--- src/dsgate_pkg.sv ---
package dsgate_pkg;

  // bus offsets (byte addresses)
  localparam logic [11:0] RUN_GATE_OFF   = 12'h100;
  localparam logic [11:0] SLEEP_GATE_OFF = 12'h110;
  localparam logic [11:0] DEEP_GATE_OFF  = 12'h120;
  localparam logic [11:0] RUN_CFG_OFF    = 12'h060;
  localparam logic [11:0] MODE_OFF       = 12'h130;
  localparam logic [11:0] FAULT_STAT_OFF = 12'h140;
  localparam logic [11:0] FAULT_MASK_OFF = 12'h144;

  // gate and auto bit positions, unit count
  localparam int PWM_BIT   = 20;
  localparam int CONV_BIT  = 16;
  localparam int WDOG_BIT  = 3;
  localparam int AUTO_BIT  = 27;
  localparam int N_UNITS   = 3;

  // writable bits and reset values of the gating, configuration and fault registers
  localparam logic [31:0] GATE_MASK      = 32'h0011_0008;
  localparam logic [31:0] GATE_RST       = 32'h0000_0000;
  localparam logic [31:0] DEEP_GATE_RST  = 32'h0000_0040;
  localparam logic [31:0] RUN_CFG_MASK   = 32'h0800_0000;
  localparam logic [31:0] RUN_CFG_RST    = 32'h0000_0000;
  localparam logic [2:0]  FAULT_RST      = 3'h0;

  typedef enum logic [1:0] {
    DSG_RUN   = 2'b00,
    DSG_SLEEP = 2'b01,
    DSG_DEEP  = 2'b10
  } dsgate_mode_t;

  // one registered AHB-Lite address phase
  typedef struct packed {
    logic        wr_pend;
    logic [11:0] addr;
  } dsgate_aph_t;

  typedef struct packed {
    logic [31:0] run_gate;
    logic [31:0] sleep_gate;
    logic [31:0] deep_gate;
    logic [31:0] run_cfg;
    logic [N_UNITS-1:0] fault_stat;
    logic [N_UNITS-1:0] fault_mask;
    logic        resp_err;
    logic        err_2nd;
    logic [31:0] rdata;
    dsgate_aph_t aph;
  } dsgate_state_t;

endpackage

--- src/dsgate_top.sv ---
`timescale 1ns/1ps
`default_nettype none

// Function
// - each gate bit enables one unit clock
// - access to gated-off unit gets bus fault
// - gate bits reset to zero
// - three gate registers chosen by mode
// - sleep registers apply only with auto gating
// - pwm bit20, converter bit16, watchdog bit3
// - deep-sleep gate register at offset 0x120
module dsgate_top (
  // clock and reset
  input  wire logic                           REF_CLK,
  input  wire logic                           RST_B,
  // register bus, AHB-Lite slave side
  input  wire logic                           HSEL,
  input  wire logic [31:0]                    HADDR,
  input  wire logic [1:0]                     HTRANS,
  input  wire logic                           HWRITE,
  input  wire logic [2:0]                     HSIZE,
  input  wire logic [31:0]                    HWDATA,
  input  wire logic                           HREADY,
  output logic      [31:0]                    HRDATA,
  output logic                                HREADYOUT,
  output logic                                HRESP,
  // operating mode of the system
  input  wire logic [1:0]                     MODE,
  // unit accesses from the peripheral side and their outcome
  input  wire logic [dsgate_pkg::N_UNITS-1:0] UNIT_SEL,
  input  wire logic                           UNIT_ACC,
  output logic                                UNIT_FAULT,
  // clock enables and the fault interrupt
  output logic      [dsgate_pkg::N_UNITS-1:0] UNIT_CLK_EN,
  output logic                                IRQ
);

  // unit count of every gating word and of the fault bits
  localparam int N_U = dsgate_pkg::N_UNITS;

  // register that an address phase points at; all eight codes are
  // in use, so a case over them needs no default
  typedef enum logic [2:0] {
    SEL_NONE  = 3'b000,
    SEL_RUN   = 3'b001,
    SEL_SLEEP = 3'b010,
    SEL_DEEP  = 3'b011,
    SEL_CFG   = 3'b100,
    SEL_MODE  = 3'b101,
    SEL_FSTAT = 3'b110,
    SEL_FMASK = 3'b111
  } dsgate_sel_t;

  // whole state of the block: the gating and configuration words, the
  // fault status and mask, the error response pair, the read data
  // register and the pending address phase; s_nxt is its next value
  dsgate_pkg::dsgate_state_t s_r;
  dsgate_pkg::dsgate_state_t s_nxt;

  // mode selection, unit terms and bus decode
  // (all combinational, feeding the outputs and the single next-state process)
  logic           auto_on;
  logic [31:0]    act_gate;
  logic [N_U-1:0] en;
  logic [N_U-1:0] faults;
  logic           aph_ok;
  dsgate_sel_t    wr_sel;
  dsgate_sel_t    rd_sel;
  logic [31:0]    rd_word;

  // fault status clear pattern and next status
  logic [N_U-1:0] stat_clr;
  logic [N_U-1:0] stat_nxt;

  // write strobes, one for each register that software can change
  logic           wr_run;
  logic           wr_sleep;
  logic           wr_deep;
  logic           wr_cfg;
  logic           wr_fmask;
  logic           wr_fstat;

  // one decode for both the write and the read path, so the two can
  // never disagree on the map; offsets outside it fall to SEL_NONE
  function automatic dsgate_sel_t dsg_decode(input logic [11:0] a);
    dsgate_sel_t sel;
    sel = SEL_NONE;
    unique case (a)
      dsgate_pkg::RUN_GATE_OFF: begin
        sel = SEL_RUN;
      end
      dsgate_pkg::SLEEP_GATE_OFF: begin
        sel = SEL_SLEEP;
      end
      dsgate_pkg::DEEP_GATE_OFF: begin
        sel = SEL_DEEP;
      end
      dsgate_pkg::RUN_CFG_OFF: begin
        sel = SEL_CFG;
      end
      dsgate_pkg::MODE_OFF: begin
        sel = SEL_MODE;
      end
      dsgate_pkg::FAULT_STAT_OFF: begin
        sel = SEL_FSTAT;
      end
      dsgate_pkg::FAULT_MASK_OFF: begin
        sel = SEL_FMASK;
      end
      default: begin
        sel = SEL_NONE;
      end
    endcase
    return sel;
  endfunction

  // keeps only the writable enables of a gating word; reserved bits
  // read back as zero once software has written the register
  function automatic logic [31:0] dsg_gate_word(input logic [31:0] w);
    return w & dsgate_pkg::GATE_MASK;
  endfunction

  // widens a per-unit bit set to a bus word, units in the low bits
  function automatic logic [31:0] dsg_unit_word(input logic [N_U-1:0] b);
    logic [31:0] w;
    w = 32'h0000_0000;
    w[N_U-1:0] = b;
    return w;
  endfunction

  // bit of a gating word that holds the enable of unit idx; units are
  // counted from the watchdog end: 0 watchdog, 1 converter, 2 pwm,
  // the same order as the fault status bits
  function automatic int dsg_unit_pos(input int idx);
    int pos;
    pos = dsgate_pkg::PWM_BIT;
    case (idx)
      0: begin
        pos = dsgate_pkg::WDOG_BIT;
      end
      1: begin
        pos = dsgate_pkg::CONV_BIT;
      end
      default: begin
        pos = dsgate_pkg::PWM_BIT;
      end
    endcase
    return pos;
  endfunction

  // the automatic gating bit of the run clock configuration word
  assign auto_on = s_r.run_cfg[dsgate_pkg::AUTO_BIT];

  // gate word chosen by operating mode; with auto gating off the run
  // word stays in force in every mode, so a sleep entry cannot starve
  // a unit that software left running; the undefined mode code acts
  // as run rather than switching every unit off
  always_comb begin
    act_gate = s_r.run_gate;
    if (auto_on) begin
      unique case (MODE)
        dsgate_pkg::DSG_SLEEP: begin
          act_gate = s_r.sleep_gate;
        end
        dsgate_pkg::DSG_DEEP: begin
          act_gate = s_r.deep_gate;
        end
        default: begin
          act_gate = s_r.run_gate;
        end
      endcase
    end
  end

  // one enable and one fault term per unit; a unit's fault only rises
  // while it is addressed, so an idle access strobe never faults;
  // the enable follows the mode at once, with no clock of delay
  for (genvar gi = 0; gi < N_U; gi++) begin : g_unit
    // position of this unit's enable in the gating word
    localparam int POS = dsg_unit_pos(gi);
    assign en[gi]     = act_gate[POS];
    assign faults[gi] = UNIT_ACC & UNIT_SEL[gi] & ~act_gate[POS];
  end

  // enables leave the block straight from the selected word
  assign UNIT_CLK_EN = en;
  // any access to a unit whose clock is off is refused
  assign UNIT_FAULT  = |faults;
  // level interrupt while an unmasked fault bit is set; it comes from
  // registered bits only, so it cannot glitch with the access strobe
  assign IRQ         = |(s_r.fault_stat & s_r.fault_mask);

  // bus timing: the address phase is taken at an edge, a write's data
  // phase follows in the next cycle and lands at the edge that ends it;
  // a read's word is registered at the address edge and stands on
  // HRDATA through the data phase and until the next read, with no
  // wait state either way
  //
  // the transfer size is not checked: every access moves a whole word;
  // the upper address bits are left to the system bus decoder
  assign aph_ok = HSEL && HREADY && HTRANS[1];

  // decode of the pending write
  assign wr_sel = dsg_decode(s_r.aph.addr);
  // decode of the read being taken
  assign rd_sel = dsg_decode(HADDR[11:0]);

  // write strobes, high in the data phase of a write that was taken
  // at the edge before; the mode register is read-only
  assign wr_run   = s_r.aph.wr_pend && (wr_sel == SEL_RUN);
  assign wr_sleep = s_r.aph.wr_pend && (wr_sel == SEL_SLEEP);
  assign wr_deep  = s_r.aph.wr_pend && (wr_sel == SEL_DEEP);
  assign wr_cfg   = s_r.aph.wr_pend && (wr_sel == SEL_CFG);
  assign wr_fmask = s_r.aph.wr_pend && (wr_sel == SEL_FMASK);
  assign wr_fstat = s_r.aph.wr_pend && (wr_sel == SEL_FSTAT);

  // error response takes two cycles per protocol; OKAY is one, and
  // only OKAY is ever produced by this register set
  assign HREADYOUT = ~(s_r.resp_err & ~s_r.err_2nd);
  assign HRESP     = s_r.resp_err;
  // read data come from a flip-flop and stand until the next read
  assign HRDATA    = s_r.rdata;

  // read word of the register being addressed; it is taken into the
  // read data register at the address edge, so the data phase sees
  // a settled flip-flop rather than this mux
  always_comb begin
    rd_word = 32'h0000_0000;
    unique case (rd_sel)
      SEL_RUN: begin
        rd_word = s_r.run_gate;
      end
      SEL_SLEEP: begin
        rd_word = s_r.sleep_gate;
      end
      SEL_DEEP: begin
        rd_word = s_r.deep_gate;
      end
      SEL_CFG: begin
        rd_word = s_r.run_cfg;
      end
      SEL_MODE: begin
        rd_word[1:0] = MODE;
      end
      SEL_FSTAT: begin
        rd_word = dsg_unit_word(s_r.fault_stat);
      end
      SEL_FMASK: begin
        rd_word = dsg_unit_word(s_r.fault_mask);
      end
      SEL_NONE: begin
        rd_word = 32'h0000_0000;                      // unmapped reads return zero
      end
    endcase
  end

  // write-one-to-clear pattern of the fault status, present only in
  // the data phase of a write aimed at the status register
  always_comb begin
    stat_clr = '0;
    if (wr_fstat) begin
      stat_clr = HWDATA[N_U-1:0];
    end
  end

  // a fault in the same cycle as its clear wins, so no event is lost;
  // software that clears a bit which sets again sees it still set
  assign stat_nxt = (s_r.fault_stat & ~stat_clr) | faults;

  // next state of the whole block; every field not named below keeps
  // its value from the copy taken at the top
  always_comb begin
    s_nxt = s_r;
    // sticky fault bits, set by refused accesses
    s_nxt.fault_stat = stat_nxt;
    // the error response, if ever raised, ends after its second cycle
    // and blocks new address phases while it runs
    if (s_r.resp_err) begin
      s_nxt.err_2nd = ~s_r.err_2nd;
    end
    if (s_r.resp_err && s_r.err_2nd) begin
      s_nxt.resp_err = 1'b0;
    end
    // gating words keep only their enables; a write clears the reserved bits
    if (wr_run) begin
      s_nxt.run_gate = dsg_gate_word(HWDATA);
    end
    if (wr_sleep) begin
      s_nxt.sleep_gate = dsg_gate_word(HWDATA);
    end
    if (wr_deep) begin
      s_nxt.deep_gate = dsg_gate_word(HWDATA);
    end
    // only the auto gating bit of the configuration word is writable
    if (wr_cfg) begin
      s_nxt.run_cfg = HWDATA & dsgate_pkg::RUN_CFG_MASK;
    end
    // mask bits of the fault interrupt
    if (wr_fmask) begin
      s_nxt.fault_mask = HWDATA[N_U-1:0];
    end
    // a new address phase replaces the one just finished
    s_nxt.aph.wr_pend = 1'b0;
    if (aph_ok && !s_r.resp_err) begin
      s_nxt.aph.addr = HADDR[11:0];
      if (HWRITE) begin
        s_nxt.aph.wr_pend = 1'b1;
      end else begin
        s_nxt.rdata = rd_word;
      end
    end
  end

  // one register for all state; the deep-sleep word powers up with
  // its printed reset pattern, which holds no unit enable, so every
  // unit starts unclocked; the error pair and read register start idle
  always_ff @(posedge REF_CLK or negedge RST_B) begin
    if (!RST_B) begin
      s_r.run_gate   <= dsgate_pkg::GATE_RST;
      s_r.sleep_gate <= dsgate_pkg::GATE_RST;
      s_r.deep_gate  <= dsgate_pkg::DEEP_GATE_RST;
      s_r.run_cfg    <= dsgate_pkg::RUN_CFG_RST;
      s_r.fault_stat <= dsgate_pkg::FAULT_RST;
      s_r.fault_mask <= dsgate_pkg::FAULT_RST;
      s_r.resp_err   <= 1'b0;
      s_r.err_2nd    <= 1'b0;
      s_r.rdata      <= 32'h0000_0000;
      s_r.aph        <= '0;
    end else begin
      s_r <= s_nxt;
    end
  end

endmodule

`default_nettype wire

--- config.mk ---
export PLATFORM = sky130hd
export DESIGN_NAME = dsgate_top
export DESIGN_NICKNAME = d
export VERILOG_FILES = /design/src/dsgate_pkg.sv /design/src/dsgate_top.sv
export SDC_FILE = /design/constraint.sdc
export NUM_CORES = 1
export LEC_CHECK = 0
export ABC_AREA = 1
export CAP_MARGIN = 20
export CORE_ASPECT_RATIO = 0.75
export CORE_MARGIN = 5
export CORE_UTILIZATION = 65
export DETAILED_ROUTE_END_ITERATION = 8
export DONT_BUFFER_PORTS = 1
export PLACE_DENSITY_LB_ADDON = 0.05
export SLEW_MARGIN = 40
export SYNTH_ARGS = -nofsm -noshare
export SYNTH_HDL_FRONTEND = slang
export SYNTH_SLANG_ARGS = --single-unit
--- constraint.sdc ---
create_clock -name REF_CLK -period 2.59 [get_ports REF_CLK]
set_input_delay 0.1295 -clock REF_CLK [delete_from_list [all_inputs] [get_ports REF_CLK]]
set_output_delay 0.1295 -clock REF_CLK [all_outputs]
set_load 0.05 [all_outputs]
==> Word level (Yosys, flattened, before mapping) <==
Cells that the tools add are included.
{ "word_totals": {"regBits": 58, "input_bits": 80, "output_inout_bits": 39, "word_cells": 74} }
{ "op_classes": {"eq_ne": 29, "mux": 9, "bitwise": 14, "reduce_logical": 13} }
{ "op_table": {"columns": ["op", "count"], "rows": [
  ["26-bit one-hot mux with 6 select lines", 1],
  ["12-bit by 9-bit equality test with 1-bit output (second input constant)", 12],
  ["21-bit one-hot mux with 2 select lines", 1],
  ["3-bit one-hot mux with 7 select lines", 2],
  ["12-bit by 7-bit equality test with 1-bit output (second input constant)", 2],
  ["3-bit equality test (second input constant)", 7],
  ["21-bit 2-to-1 mux", 1],
  ["13-bit 2-to-1 mux", 1],
  ["3-bit by 2-bit equality test with 1-bit output (second input constant)", 4],
  ["1-bit logical AND", 8],
  ["2-bit one-hot mux with 4 select lines", 1],
  ["1-bit AND", 6],
  ["3-bit AND", 2],
  ["3-bit by 1-bit equality test with 1-bit output (second input constant)", 2],
  ["3-bit OR reduction", 2],
  ["5-bit OR reduction", 1],
  ["1-bit inverter", 4],
  ["3-bit logical NOT", 1],
  ["3-bit 2-to-1 mux", 1],
  ["3-bit inverter", 1],
  ["3-bit OR", 1],
  ["2-bit by 1-bit equality test with 1-bit output (second input constant)", 1],
  ["2-bit equality test (second input constant)", 1],
  ["2-bit AND reduction", 1],
  ["1-bit 2-to-1 mux", 1]
]} }

==> Longest topological paths before layout <==
Gate-level depths: netlist of the first run.
{ "logic_depth": {"ltp_word": 8, "mapped_depth": 8, "mapped_depth_nobuf": 8} }

==> Worst setup path before layout of the first run <==
No wires, ideal clock.
{ "synth_timing": {"kind": "input to output", "startpoint": "input MODE[0]", "endpoint": "output UNIT_FAULT", "arrival_time_ps": 1359, "required_ps": 2461, "setup_slack_ps": 1102, "cell_stages": 7, "cell_sequence": "inv_1 > ha_1 > nor2_1 > nand3_1 > o21ai_0 > nand3_1 > nand3_1"} }
{ "synth_between": {"elab_chain_len": 6} }
{ "synth_rtl": {"columns": ["item", "line", "text"], "rows": [
  ["start, declared", "dsgate_top.sv:28", "input wire logic [1:0] MODE,"],
  ["2-bit equality test or 2-bit by 1-bit equality test with 1-bit output (tied branches)", "dsgate_top.sv:161", "unique case (MODE)"],
  ["21-bit one-hot mux with 2 select lines (*)", "dsgate_top.sv:161", null],
  ["21-bit 2-to-1 mux (*)", "dsgate_top.sv:160", "if (auto_on) begin"],
  ["1-bit inverter", "dsgate_top.sv:182", "assign faults[gi] = UNIT_ACC & UNIT_SEL[gi] & ~act_gate[POS];"],
  ["1-bit AND", "dsgate_top.sv:182", null],
  ["3-bit OR reduction (*)", "dsgate_top.sv:188", "assign UNIT_FAULT = |faults;"],
  ["end, declared", "dsgate_top.sv:32", "output logic UNIT_FAULT,"]
]} }
Every way passes the cells marked *; elsewhere a longest branch is shown, timed or not.

==> Worst setup path in the final report of the first run <==
{ "layout_timing": {"startpoint": "register s_r (netlist bit auto_on)", "endpoint": "output UNIT_FAULT"} }
{ "layout_between": {"elab_chain_len": 4} }
{ "layout_rtl": {"columns": ["item", "line", "text"], "rows": [
  ["start, declared", "dsgate_top.sv:57", "dsgate_pkg::dsgate_state_t s_r;"],
  ["start signal, assigned", "dsgate_top.sv:330", "s_r <= s_nxt;"],
  ["21-bit 2-to-1 mux (*)", "dsgate_top.sv:160", null],
  ["1-bit inverter", "dsgate_top.sv:182", null],
  ["1-bit AND", "dsgate_top.sv:182", null],
  ["3-bit OR reduction (*)", "dsgate_top.sv:188", null]
]} }
Marked as above.

==> results of run 1 <==
-- what timing repair did --
action	in CTS	in global routing
endpoints found under the hold margin	48	0
buffers inserted	0	0
hold buffers	11	0
-- worst reg2reg max path, delay by kind of cell (launching register included) --
kind | cells | cell delay (ns)
flip-flops | 1 | 0.38
AND/OR/NAND/NOR | 6 | 0.97
-- cells by family after synthesis --
logic type / share of synthesized area
flip-flops: 0.4297
other: 0.003389
adder cells (fa/ha/maj): 0.01129
buffers and inverters: 0.1722
AND/OR/NAND/NOR: 0.3094
multiplexers: 0.01524
AO/OA/AOI/OAI: 0.05873
-- layout by cell type, fill, tap and decap left out, drive strengths merged, types with 4 or more instances in the layout --
cell type	n
o21ai	24
nor2	28
nor3	4
nand4	4
nand2	72
dfrtp	37
nand3	42
clkbuf	6
dlygate4sd3	10
inv	28
conb	26
-- power groups by stage --
stage / clock [mW] / combinational [mW] / sequential [mW]
floorplan: 0 / 0.240 / 0.663
global placement: 0 / 0.224 / 0.674
detailed placement: 0 / 0.228 / 0.674
CTS: 0.632 / 0.257 / 0.663
global route: 0.663 / 0.286 / 0.668
finish: 0.622 / 0.259 / 0.665
-- sequential cells by signal, indices dropped and copies added, names as in the netlist --
name	cells
HRDATA	8
auto_on	1
s_r	29
-- layout make-up --
| cell class | instances | share of cell area |
|---|---|---|
| clock buffers | 6 | 0.03514 |
| clock inverters | 2 | 0.02556 |
| inverters | 28 | 0.04473 |
| multi-input cells | 210 | 0.4137 |
| flip-flops and latches | 38 | 0.4052 |
| well taps | 40 | 0.02130 |
| repair buffers | 12 | 0.05431 |
-- layer usage --
layer  part of all wire  up-vias  GRT usage
met5                  0        -          0
li1                   -      876          -
met3               0.10        4    0.06973
met1               0.47      806     0.3140
met4             0.0065        0    0.05392
met2               0.42       82     0.3165
-- final timing paths --
check,to,slack (ns),cells after the start
worst min register to register,s_r[91]$_DFFE_PN1P_,0.46,2
min in group asynchronous,s_r[9]$_DFFE_PN0P_,0.29,2
worst max register to register,s_r[101]$_DFFE_PN0P_,1.15,6
worst min-delay path,s_r[52]$_DFF_PN0_,0.008,2
worst max-delay path,UNIT_FAULT,0.67,6
max in group asynchronous,s_r[91]$_DFFE_PN1P_,2.05,2
-- metrics by stage --
step                area [um^2]  hold slack [ns]  worst slack (ns)    util
floorplan                  2306          -0.1661             1.102       -
global placement           2087          -0.1652            0.9535  0.6347
detailed placement         2087          -0.1652            0.9453  0.6347
CTS                        2350        0.0001768            0.6464  0.7146
global route               2350         0.009686            0.4517  0.7146
finish                     2350         0.008246            0.6651  0.7146
==> flow_metrics.py, run 1 <==
metrics = {
    "run_status": {
        "status": "completed",
    },
    "yosys": {
        "syn_area_um2": 2216,
        "ys_top_cells_by_count": "nand2_1, nand3_1, dfrtp_1",
        "synthArstFlopShare": 1.000,
        "yosys_warnings": 0,
        "synth_area_leaders": "dfrtp_1, nand2_1, buf_4",
        "seq_area_frac_synth": 0.4297,
        "synth_edf_count": 0,
        "yosysTopAreaCell": "dfrtp_1",
        "ys_types": 23,
        "synth_cells": 290,
        "netlist.area_leader.share": 0.4178,
        "synth-seq-cells": 38,
        "synth_top_flop_cell": "dfrtp_1",
        "yosysMostFrequentCell": "nand2_1",
        "syn-mean-instance-area_um2": 7.641,
    },
    "die": {
        "dieHeight_um": 60.57,
        "io-pin-count": 119,
        "core_um2": 3288,
        "die_area_um2": 4689,
        "std_cell_rows": 18,
        "die_x_um": 77.42,
        "start_util": 0.6739,
    },
    "clock_tree": {
        "clkSlewWorstSetupHoldPaths_ns": 0.08,
        "cts_buffer_depth": 2,
        "cts_sinks": 38,
        "numCtsBuffers": 5,
        "cts_root_buf": "clkbuf_8",
        "h-tree-depth": 2,
        "tritoncts": "done",
        "ctsResizeCount": 0,
        "insertion_delay_ns": 0.29,
    },
    "grt": {
        "grt_pass1_vias": 1656,
        "grt_pass1_wl_mm": 7.879,
        "grt_usage": 0.2163,
        "grt_antenna_before_repair": 0,
        "grt_max_degree": 39,
        "grt_overflow": 0,
    },
    "critical_path": {
        "critPathArrivalTime_ns": 1.80,
        "cpPeakStageDelay_ns": 0.44,
        "required_ns": 2.46,
        "critPathMaxFanout": 6,
        "worstSetupEndpointType": "output port",
        "critPathBufInv": 1,
        "reg2reg_from": "s_r[1]$_DFFE_PN0P_",
        "cp_cell_sequence": "inv_1 -> nor2_1 -> nand3_1 -> o21ai_0 -> nand3_1 -> nand3_1",
        "critPathLaunch": "auto_on$_DFFE_PN0P_",
        "crit_type": "reg -> out",
        "path_delay_family": "simple AND/OR/NAND/NOR gates",
        "path_common_cell": "nand3_1",
        "crit_path_top_delay_cell": "nand3_1",
        "cp-start-kind": "register",
    },
    "layout": {
        "area_growth_pct": 6.042,
        "multiInputGateArea_um2": 972.2,
        "fill_cells": 288,
        "diodes": 0,
        "drive_gt1_frac": 0.06757,
        "seq_area_um2": 952.2,
        "nets": 377,
        "stdcell_count": 336,
    },
    "placement": {
        "place_congestion": 0.9221,
        "dp_cells": 317,
        "dpl.hpwl_mm": 3.509,
        "io_buffers": 0,
    },
    "power": {
        "combPwrFrac": 0.167,
        "total_power_mw": 1.546,
        "peakVddDrop_mv": 0.6928,
        "p_switching_mw": 0.4450,
        "clock_power_share": 0.403,
        "powerDensity_nw_per_um2": 658.0,
        "p_seq_frac": 0.430,
        "swShare": 0.2878,
        "power.internal_mw": 1.101,
        "leakagePower_nw": 1.181,
    },
    "sta": {
        "layout_worst_path_cycle_share": 0.7432,
        "worstMarginPinSlew_ns": 0.5345,
        "skew_ns": 0.005706,
        "drv_slew": 0,
        "hold_viol": 0,
        "slew_headroom": 0.6426,
        "rsz0062_at_grt": "no",
        "setup_viol": 0,
        "max_freq_ghz": 0.5195,
        "final.min_clock_period_ns": 1.925,
        "finalSetupTns_ns": 0,
    },
    "detailed_routing": {
        "wl_mm": 4.782,
        "vias": 1768,
        "ant_nets": 0,
        "dr.pass1.iters": 4,
        "drcViolationCount": 0,
        "wl_per_cell_um": 14.23,
        "avgViaCountPerCell": 5.262,
        "drtIter0Drc": 193,
    },
    "hold_path": {
        "hp-start": "UNIT_SEL[2]",
        "hold_path_class": "in -> reg",
    },
    "job": {
        "drv_cap": 0,
    },
}
No activity file was read; power rests on OpenSTA's default activity.
==> run 2, diff against run 1 <==
CORE_UTILIZATION = 57   (was 65)
clock period = 1.6 ns   (was 2.59 ns; I/O delays follow)
==> flow_metrics.py, run 2 (synthesis results as in run 1) <==
metrics = {
    "run_status": {
        "status": "completed",
    },
    "sta": {
        "setup_viol": 0,
        "hold_viol": 0,
        "drv_slew": 0,
        "rsz0062_at_grt": "yes",
        "max_freq_ghz": 0.6362,
        "worstMarginPinSlew_ns": 0.5310,
        "layout_worst_path_cycle_share": 0.9824,
        "slew_headroom": 0.6450,
        "setup_ws_ns": 0.02819,
        "skew_ns": 0.005694,
        "final.min_clock_period_ns": 1.572,
    },
    "clock_tree": {
        "tritoncts": "done",
        "cts_root_buf": "clkbuf_8",
        "numCtsBuffers": 5,
        "h-tree-depth": 2,
        "clkSlewWorstSetupHoldPaths_ns": 0.07,
        "insertion_delay_ns": 0.29,
        "cts_buffer_depth": 2,
        "cts_sinks": 38,
    },
    "critical_path": {
        "path_depth": 7,
        "ff2ff_path_depth": 6,
        "cp-start-kind": "register",
        "cpPeakStageDelay_ns": 0.35,
        "crit_path_top_delay_cell": "dfrtp_1",
        "cp_cell_sequence": "inv_1 -> nor2_4 -> nand3_2 -> o21ai_2 -> nand3_2 -> nand3_2 -> buf_12",
        "path_delay_family": "simple AND/OR/NAND/NOR gates",
        "critPathBufInv": 2,
        "critPathMaxFanout": 6,
        "path_common_cell": "nand3_2",
        "crit_type": "reg -> out",
        "critPathArrivalTime_ns": 1.49,
        "required_ns": 1.52,
        "worstSetupEndpointType": "output port",
    },
    "layout": {
        "mostFrequentLayoutCell": "nand2_1",
        "largest_register": "s_r",
        "utilization": 0.7028,
        "fill_cells": 320,
        "final_cell_mix": "nand2_1, dfrtp_1, nand3_1, inv_1",
        "area_growth_pct": 17.62,
        "design_area_um2": 2606,
        "diodes": 0,
        "seq_area_um2": 952.2,
        "drive_gt1_frac": 0.1149,
        "largest_reg_flops": 29,
        "multiInputGateArea_um2": 1016,
        "nets": 403,
    },
    "detailed_routing": {
        "wl_per_cell_um": 14.10,
        "vias": 1889,
        "dr.pass1.iters": 4,
        "avgViaCountPerCell": 5.051,
        "drcViolationCount": 0,
        "ant_nets": 0,
        "wl_mm": 5.272,
        "drtIter0Drc": 140,
    },
    "placement": {
        "dpl_cell_area_um2": 2182,
        "place_congestion": 0.8437,
        "dpl.hpwl_mm": 3.628,
        "place_ws_ns": 0.1849,
        "io_buffers": 0,
    },
    "power": {
        "combPwrFrac": 0.219,
        "p_switching_mw": 0.7123,
        "total_power_mw": 2.225,
        "leakagePower_nw": 1.294,
        "clock_power_share": 0.299,
        "peakVddDrop_mv": 0.5789,
        "power.internal_mw": 1.513,
        "powerDensity_nw_per_um2": 853.8,
        "swShare": 0.3201,
        "p_seq_frac": 0.481,
    },
    "die": {
        "start_util": 0.5975,
        "std_cell_rows": 19,
        "dieHeight_um": 64.00,
        "io-pin-count": 119,
        "die_x_um": 82.00,
        "core_um2": 3709,
        "die_area_um2": 5247,
    },
    "hold_path": {
        "hold_path_class": "in -> reg",
        "hold_depth": 3,
    },
    "job": {
        "drv_cap": 0,
    },
    "grt": {
        "grt_pass1_wl_mm": 8.211,
        "grt_antenna_before_repair": 0,
        "grt_pass1_vias": 1764,
        "grt_max_degree": 39,
        "grt_usage": 0.2057,
        "grt_overflow": 0,
    },
}
run 2: changes by cell type in the layout (fill, tap and decap cells not counted), sizes merged:
cell	previous run	this run
buf	2	12
bufinv	2	0
clkbuf	6	8
dlygate4sd3	10	25
dlymetal6s4s	0	1
run 2: what timing repair did:
action,CTS,global route
buffers inserted,0,1
setup endpoints to repair,1,2
pin swaps,0,4
hold buffers,27,0
gates resized for setup,3,11
hold endpoints to repair,67,0
run 2: per-stage QoR:
stage / hold WS (ns) / TNS, ns / std cells
final: 0.04385 / 0 / 374
after global routing: 0.04614 / -0.07635 / 374
after CTS: 0.04812 / 0 / 373
after detailed placement: -0.2147 / 0 / 338
after global placement: -0.2148 / 0 / 338
after floorplan: -0.2156 / 0 / 314
run 2: cell type report:
class                   count  area share
clock buffers               8     0.03457
multi-input cells         210      0.3898
well taps                  52     0.02496
flip-flops and latches     38      0.3653
inverters                  28     0.04033
repair buffers             38      0.1450
run 2: layer usage:
metal / vias up / track usage / part of all wire
met3: 7 / 0.05056 / 0.076
met1: 868 / 0.2834 / 0.45
met5: - / 0 / 0
met4: 0 / 0.07054 / 0.011
li1: 938 / - / -
met2: 76 / 0.3155 / 0.46
run 2: final timing paths:
kind | endpoint | startpoint | slack, ns
max | UNIT_FAULT | auto_on$_DFFE_PN0P_ | 0.03
min | HRDATA[20]$_DFFE_PN0P_ | HWRITE | 0.04
max reg2reg | s_r[50]$_DFF_PN0_ | s_r[11]$_DFFE_PN0P_ | 0.13
min reg2reg | s_r[91]$_DFFE_PN1P_ | s_r[91]$_DFFE_PN1P_ | 0.45
max in group asynchronous | s_r[91]$_DFFE_PN1P_ | RST_B | 1.08
min in group asynchronous | s_r[105]$_DFFE_PN0P_ | RST_B | 0.27
run 2: worst min-delay path, delay by kind of cell:
| family | cells | cell delay [ns] |
|---|---|---|
| AND/OR/NAND/NOR | 3 | 0.22 |
run 2: power by group through the flow:
stage | logic, mW | clock network, mW | registers [mW]
floorplan | 0.389 | 0 | 1.07
global placement | 0.378 | 0 | 1.08
detailed placement | 0.384 | 0 | 1.09
CTS | 0.466 | 0.677 | 1.07
global route | 0.529 | 0.737 | 1.08
finish | 0.488 | 0.666 | 1.07
==> run 3, diff against run 2 <==
ABC_AREA = unset   (was 1)
==> flow_metrics.py, run 3 <==
metrics = {
    "grt": {
        "grt_overflow": 0,
        "grt_max_degree": 39,
        "grt_antenna_before_repair": 0,
        "grt_usage": 0.2159,
        "grt_pass1_wl_mm": 9.301,
        "grt_pass1_vias": 1885,
    },
    "yosys": {
        "synth_area_leaders": "dfrtp_1, mux2_2, buf_4",
        "netlist.area_leader.share": 0.3968,
        "syn_area_um2": 2333,
        "ys_top_cells_by_count": "dfrtp_1, buf_4, mux2_2",
        "yosys_warnings": 0,
        "synth_cells": 217,
        "synth-seq-cells": 38,
        "yosysTopAreaCell": "dfrtp_1",
        "synth_edf_count": 0,
        "yosysMostFrequentCell": "dfrtp_1",
        "seq_area_frac_synth": 0.4080,
        "synthArstFlopShare": 1.000,
        "ys_types": 51,
        "synth_top_flop_cell": "dfrtp_1",
        "syn-mean-instance-area_um2": 10.75,
    },
    "detailed_routing": {
        "vias": 1791,
        "ant_nets": 0,
        "dr.pass1.iters": 5,
        "drcViolationCount": 0,
        "drtIter0Drc": 149,
        "met1Wirelength_mm": 2.506,
        "wl_mm": 5.949,
        "avgViaCountPerCell": 5.511,
        "maxUsedRoutingLayer": "met4",
        "met3WireLength_um": 577,
        "wl_per_cell_um": 18.30,
        "met2_length_mm": 2.791,
    },
    "sta": {
        "slew_headroom": 0.6246,
        "rsz0062_at_grt": "yes",
        "skew_ns": 0.002658,
        "setup_ws_ns": -0.2121,
        "drv_slew": 0,
        "final.min_clock_period_ns": 1.812,
        "hold_viol": 0,
        "layout_worst_path_cycle_share": 1.133,
        "worstMarginPinSlew_ns": 0.5573,
        "finalSetupTns_ns": -2.532,
        "max_freq_ghz": 0.5519,
        "setup_viol": 17,
    },
    "hold_path": {
        "hold_path_class": "in -> reg",
    },
    "die": {
        "die_x_um": 83.88,
        "io-pin-count": 119,
        "dieHeight_um": 65.41,
        "start_util": 0.5828,
        "std_cell_rows": 20,
        "die_area_um2": 5487,
        "core_um2": 4004,
    },
    "placement": {
        "place_ws_ns": -0.2079,
        "place_congestion": 0.8414,
        "dpl.hpwl_mm": 4.297,
        "dpl_cell_area_um2": 2495,
        "io_buffers": 0,
    },
    "run_status": {
        "status": "finished, violations left",
        "violations": "setup timing",
    },
    "layout": {
        "largest_reg_flops": 29,
        "diodes": 0,
        "nets": 351,
        "mostFrequentLayoutCell": "dfrtp_1",
        "design_area_um2": 3062,
        "drive_gt1_frac": 0.3778,
        "area_growth_pct": 31.21,
        "utilization": 0.7647,
        "largest_register": "s_r",
        "fill_cells": 276,
        "final_cell_mix": "dfrtp_1, conb_1, dlygate4sd3_1, buf_4, mux2_2",
    },
    "critical_path": {
        "cp_cell_sequence": "or4bb_1 -> nor4_4 -> nand2_1 -> a32o_1",
        "critPathArrivalTime_ns": 1.99,
        "critPathMaxFanout": 4,
        "crit_path_top_delay_cell": "or4bb_1",
        "crit_type": "reg -> reg",
        "cpPeakStageDelay_ns": 0.56,
        "worstSetupEndpointType": "register",
        "cp-start-kind": "register",
        "required_ns": 1.77,
    },
    "power": {
        "powerDensity_nw_per_um2": 833.4,
        "peakVddDrop_mv": 0.7522,
        "leakagePower_nw": 1.289,
        "total_power_mw": 2.552,
    },
    "clock_tree": {
        "tritoncts": "done",
        "cts_root_buf": "clkbuf_8",
        "h-tree-depth": 2,
        "cts_buffer_depth": 2,
        "clkSlewWorstSetupHoldPaths_ns": 0.07,
        "numCtsBuffers": 5,
        "cts_sinks": 38,
        "insertion_delay_ns": 0.28,
    },
    "job": {
        "drv_cap": 0,
    },
}
[run 3: cell count changes in the layout (fill, tap and decap cells not counted), sizes merged, moves of 8 or more]
cell   delta
nand3    -39
mux2     +24
o21ai    -16
nor2     -21
nand2    -58
nor4      +8
inv      -20
buf      +24
[run 3: timing repair]
item / in CTS / in global routing
pin swaps: 6 / 6
buffers inserted: 8 / 1
setup endpoints to repair: 21 / 21
hold buffers: 27 / 0
endpoints found under the hold margin: 68 / 0
resized for setup: 9 / 19
[run 3: worst paths after layout]
kind / slack, ns / endpoint / startpoint / cells after the start
max in group asynchronous: 1.09 / s_r[91]$_DFFE_PN1P_ / RST_B / 2
worst min register to register: 0.50 / HRDATA[20]$_DFFE_PN0P_ / HRDATA[20]$_DFFE_PN0P_ / 2
worst max register to register: -0.21 / s_r[52]$_DFF_PN0_ / s_r[5]$_DFFE_PN0P_ / 4
worst min-delay path: 0.01 / s_r[51]$_DFF_PN0_ / HWDATA[1] / 2
worst max-delay path: -0.21 / s_r[52]$_DFF_PN0_ / s_r[5]$_DFFE_PN0P_ / 4
min in group asynchronous: 0.24 / s_r[47]$_DFFE_PN0P_ / RST_B / 2
[run 3: kinds of logic (layout without fill, tap and decap cells)]
logic type	count (synthesis)	after routing	share of synthesized area
compound gates	34	34	0.1126
xor+xnor	3	3	0.01126
fa+ha+maj	2	2	0.01072
buf+inv	49	78	0.1378
flops	38	38	0.4080
mux	30	30	0.1432
other cells	2	26	0.003218
simple gates	59	59	0.1732
[run 3: layout make-up]
cell class,count,area [um^2],share of cell area
clock buffers,7,86.33,0.02820
multi-input cells,154,1333,0.4352
repair buffers,62,585.6,0.1913
clock inverters,1,5.005,0.001635
flip-flops and latches,38,953.4,0.3114
well taps,55,68.82,0.02248
inverters,8,30.03,0.009808
[run 3: report_power, final]
part	switching [mW]	internal, mW
Sequential	0.0874	1.04
Clock	0.332	0.348
Combinational	0.418	0.324
[run 3: worst max-delay path: cells and delay by family (launching register included)]
| kind | cells | cell delay [ns] |
|---|---|---|
| AOI/OAI and AO/OA | 1 | 0.22 |
| DFF | 1 | 0.42 |
| and+or+nand+nor | 3 | 1.06 |
[run 3: per-layer routing]
| metal | vias to the layer above | global-route usage |
|---|---|---|
| li1 | 834 | - |
| met1 | 869 | 0.2670 |
| met2 | 80 | 0.3571 |
| met3 | 8 | 0.08020 |
| met4 | 0 | 0.06225 |
| met5 | - | 0 |
[run 3: metrics by stage]
step | cells | hold WS (ns)
2_1_floorplan | 241 | -0.2156
3_3_place_gp | 282 | -0.2147
3_5_place_dp | 282 | -0.2146
4_1_cts | 325 | 0.005940
5_1_grt | 325 | 0.004308
6_report | 325 | 0.01136
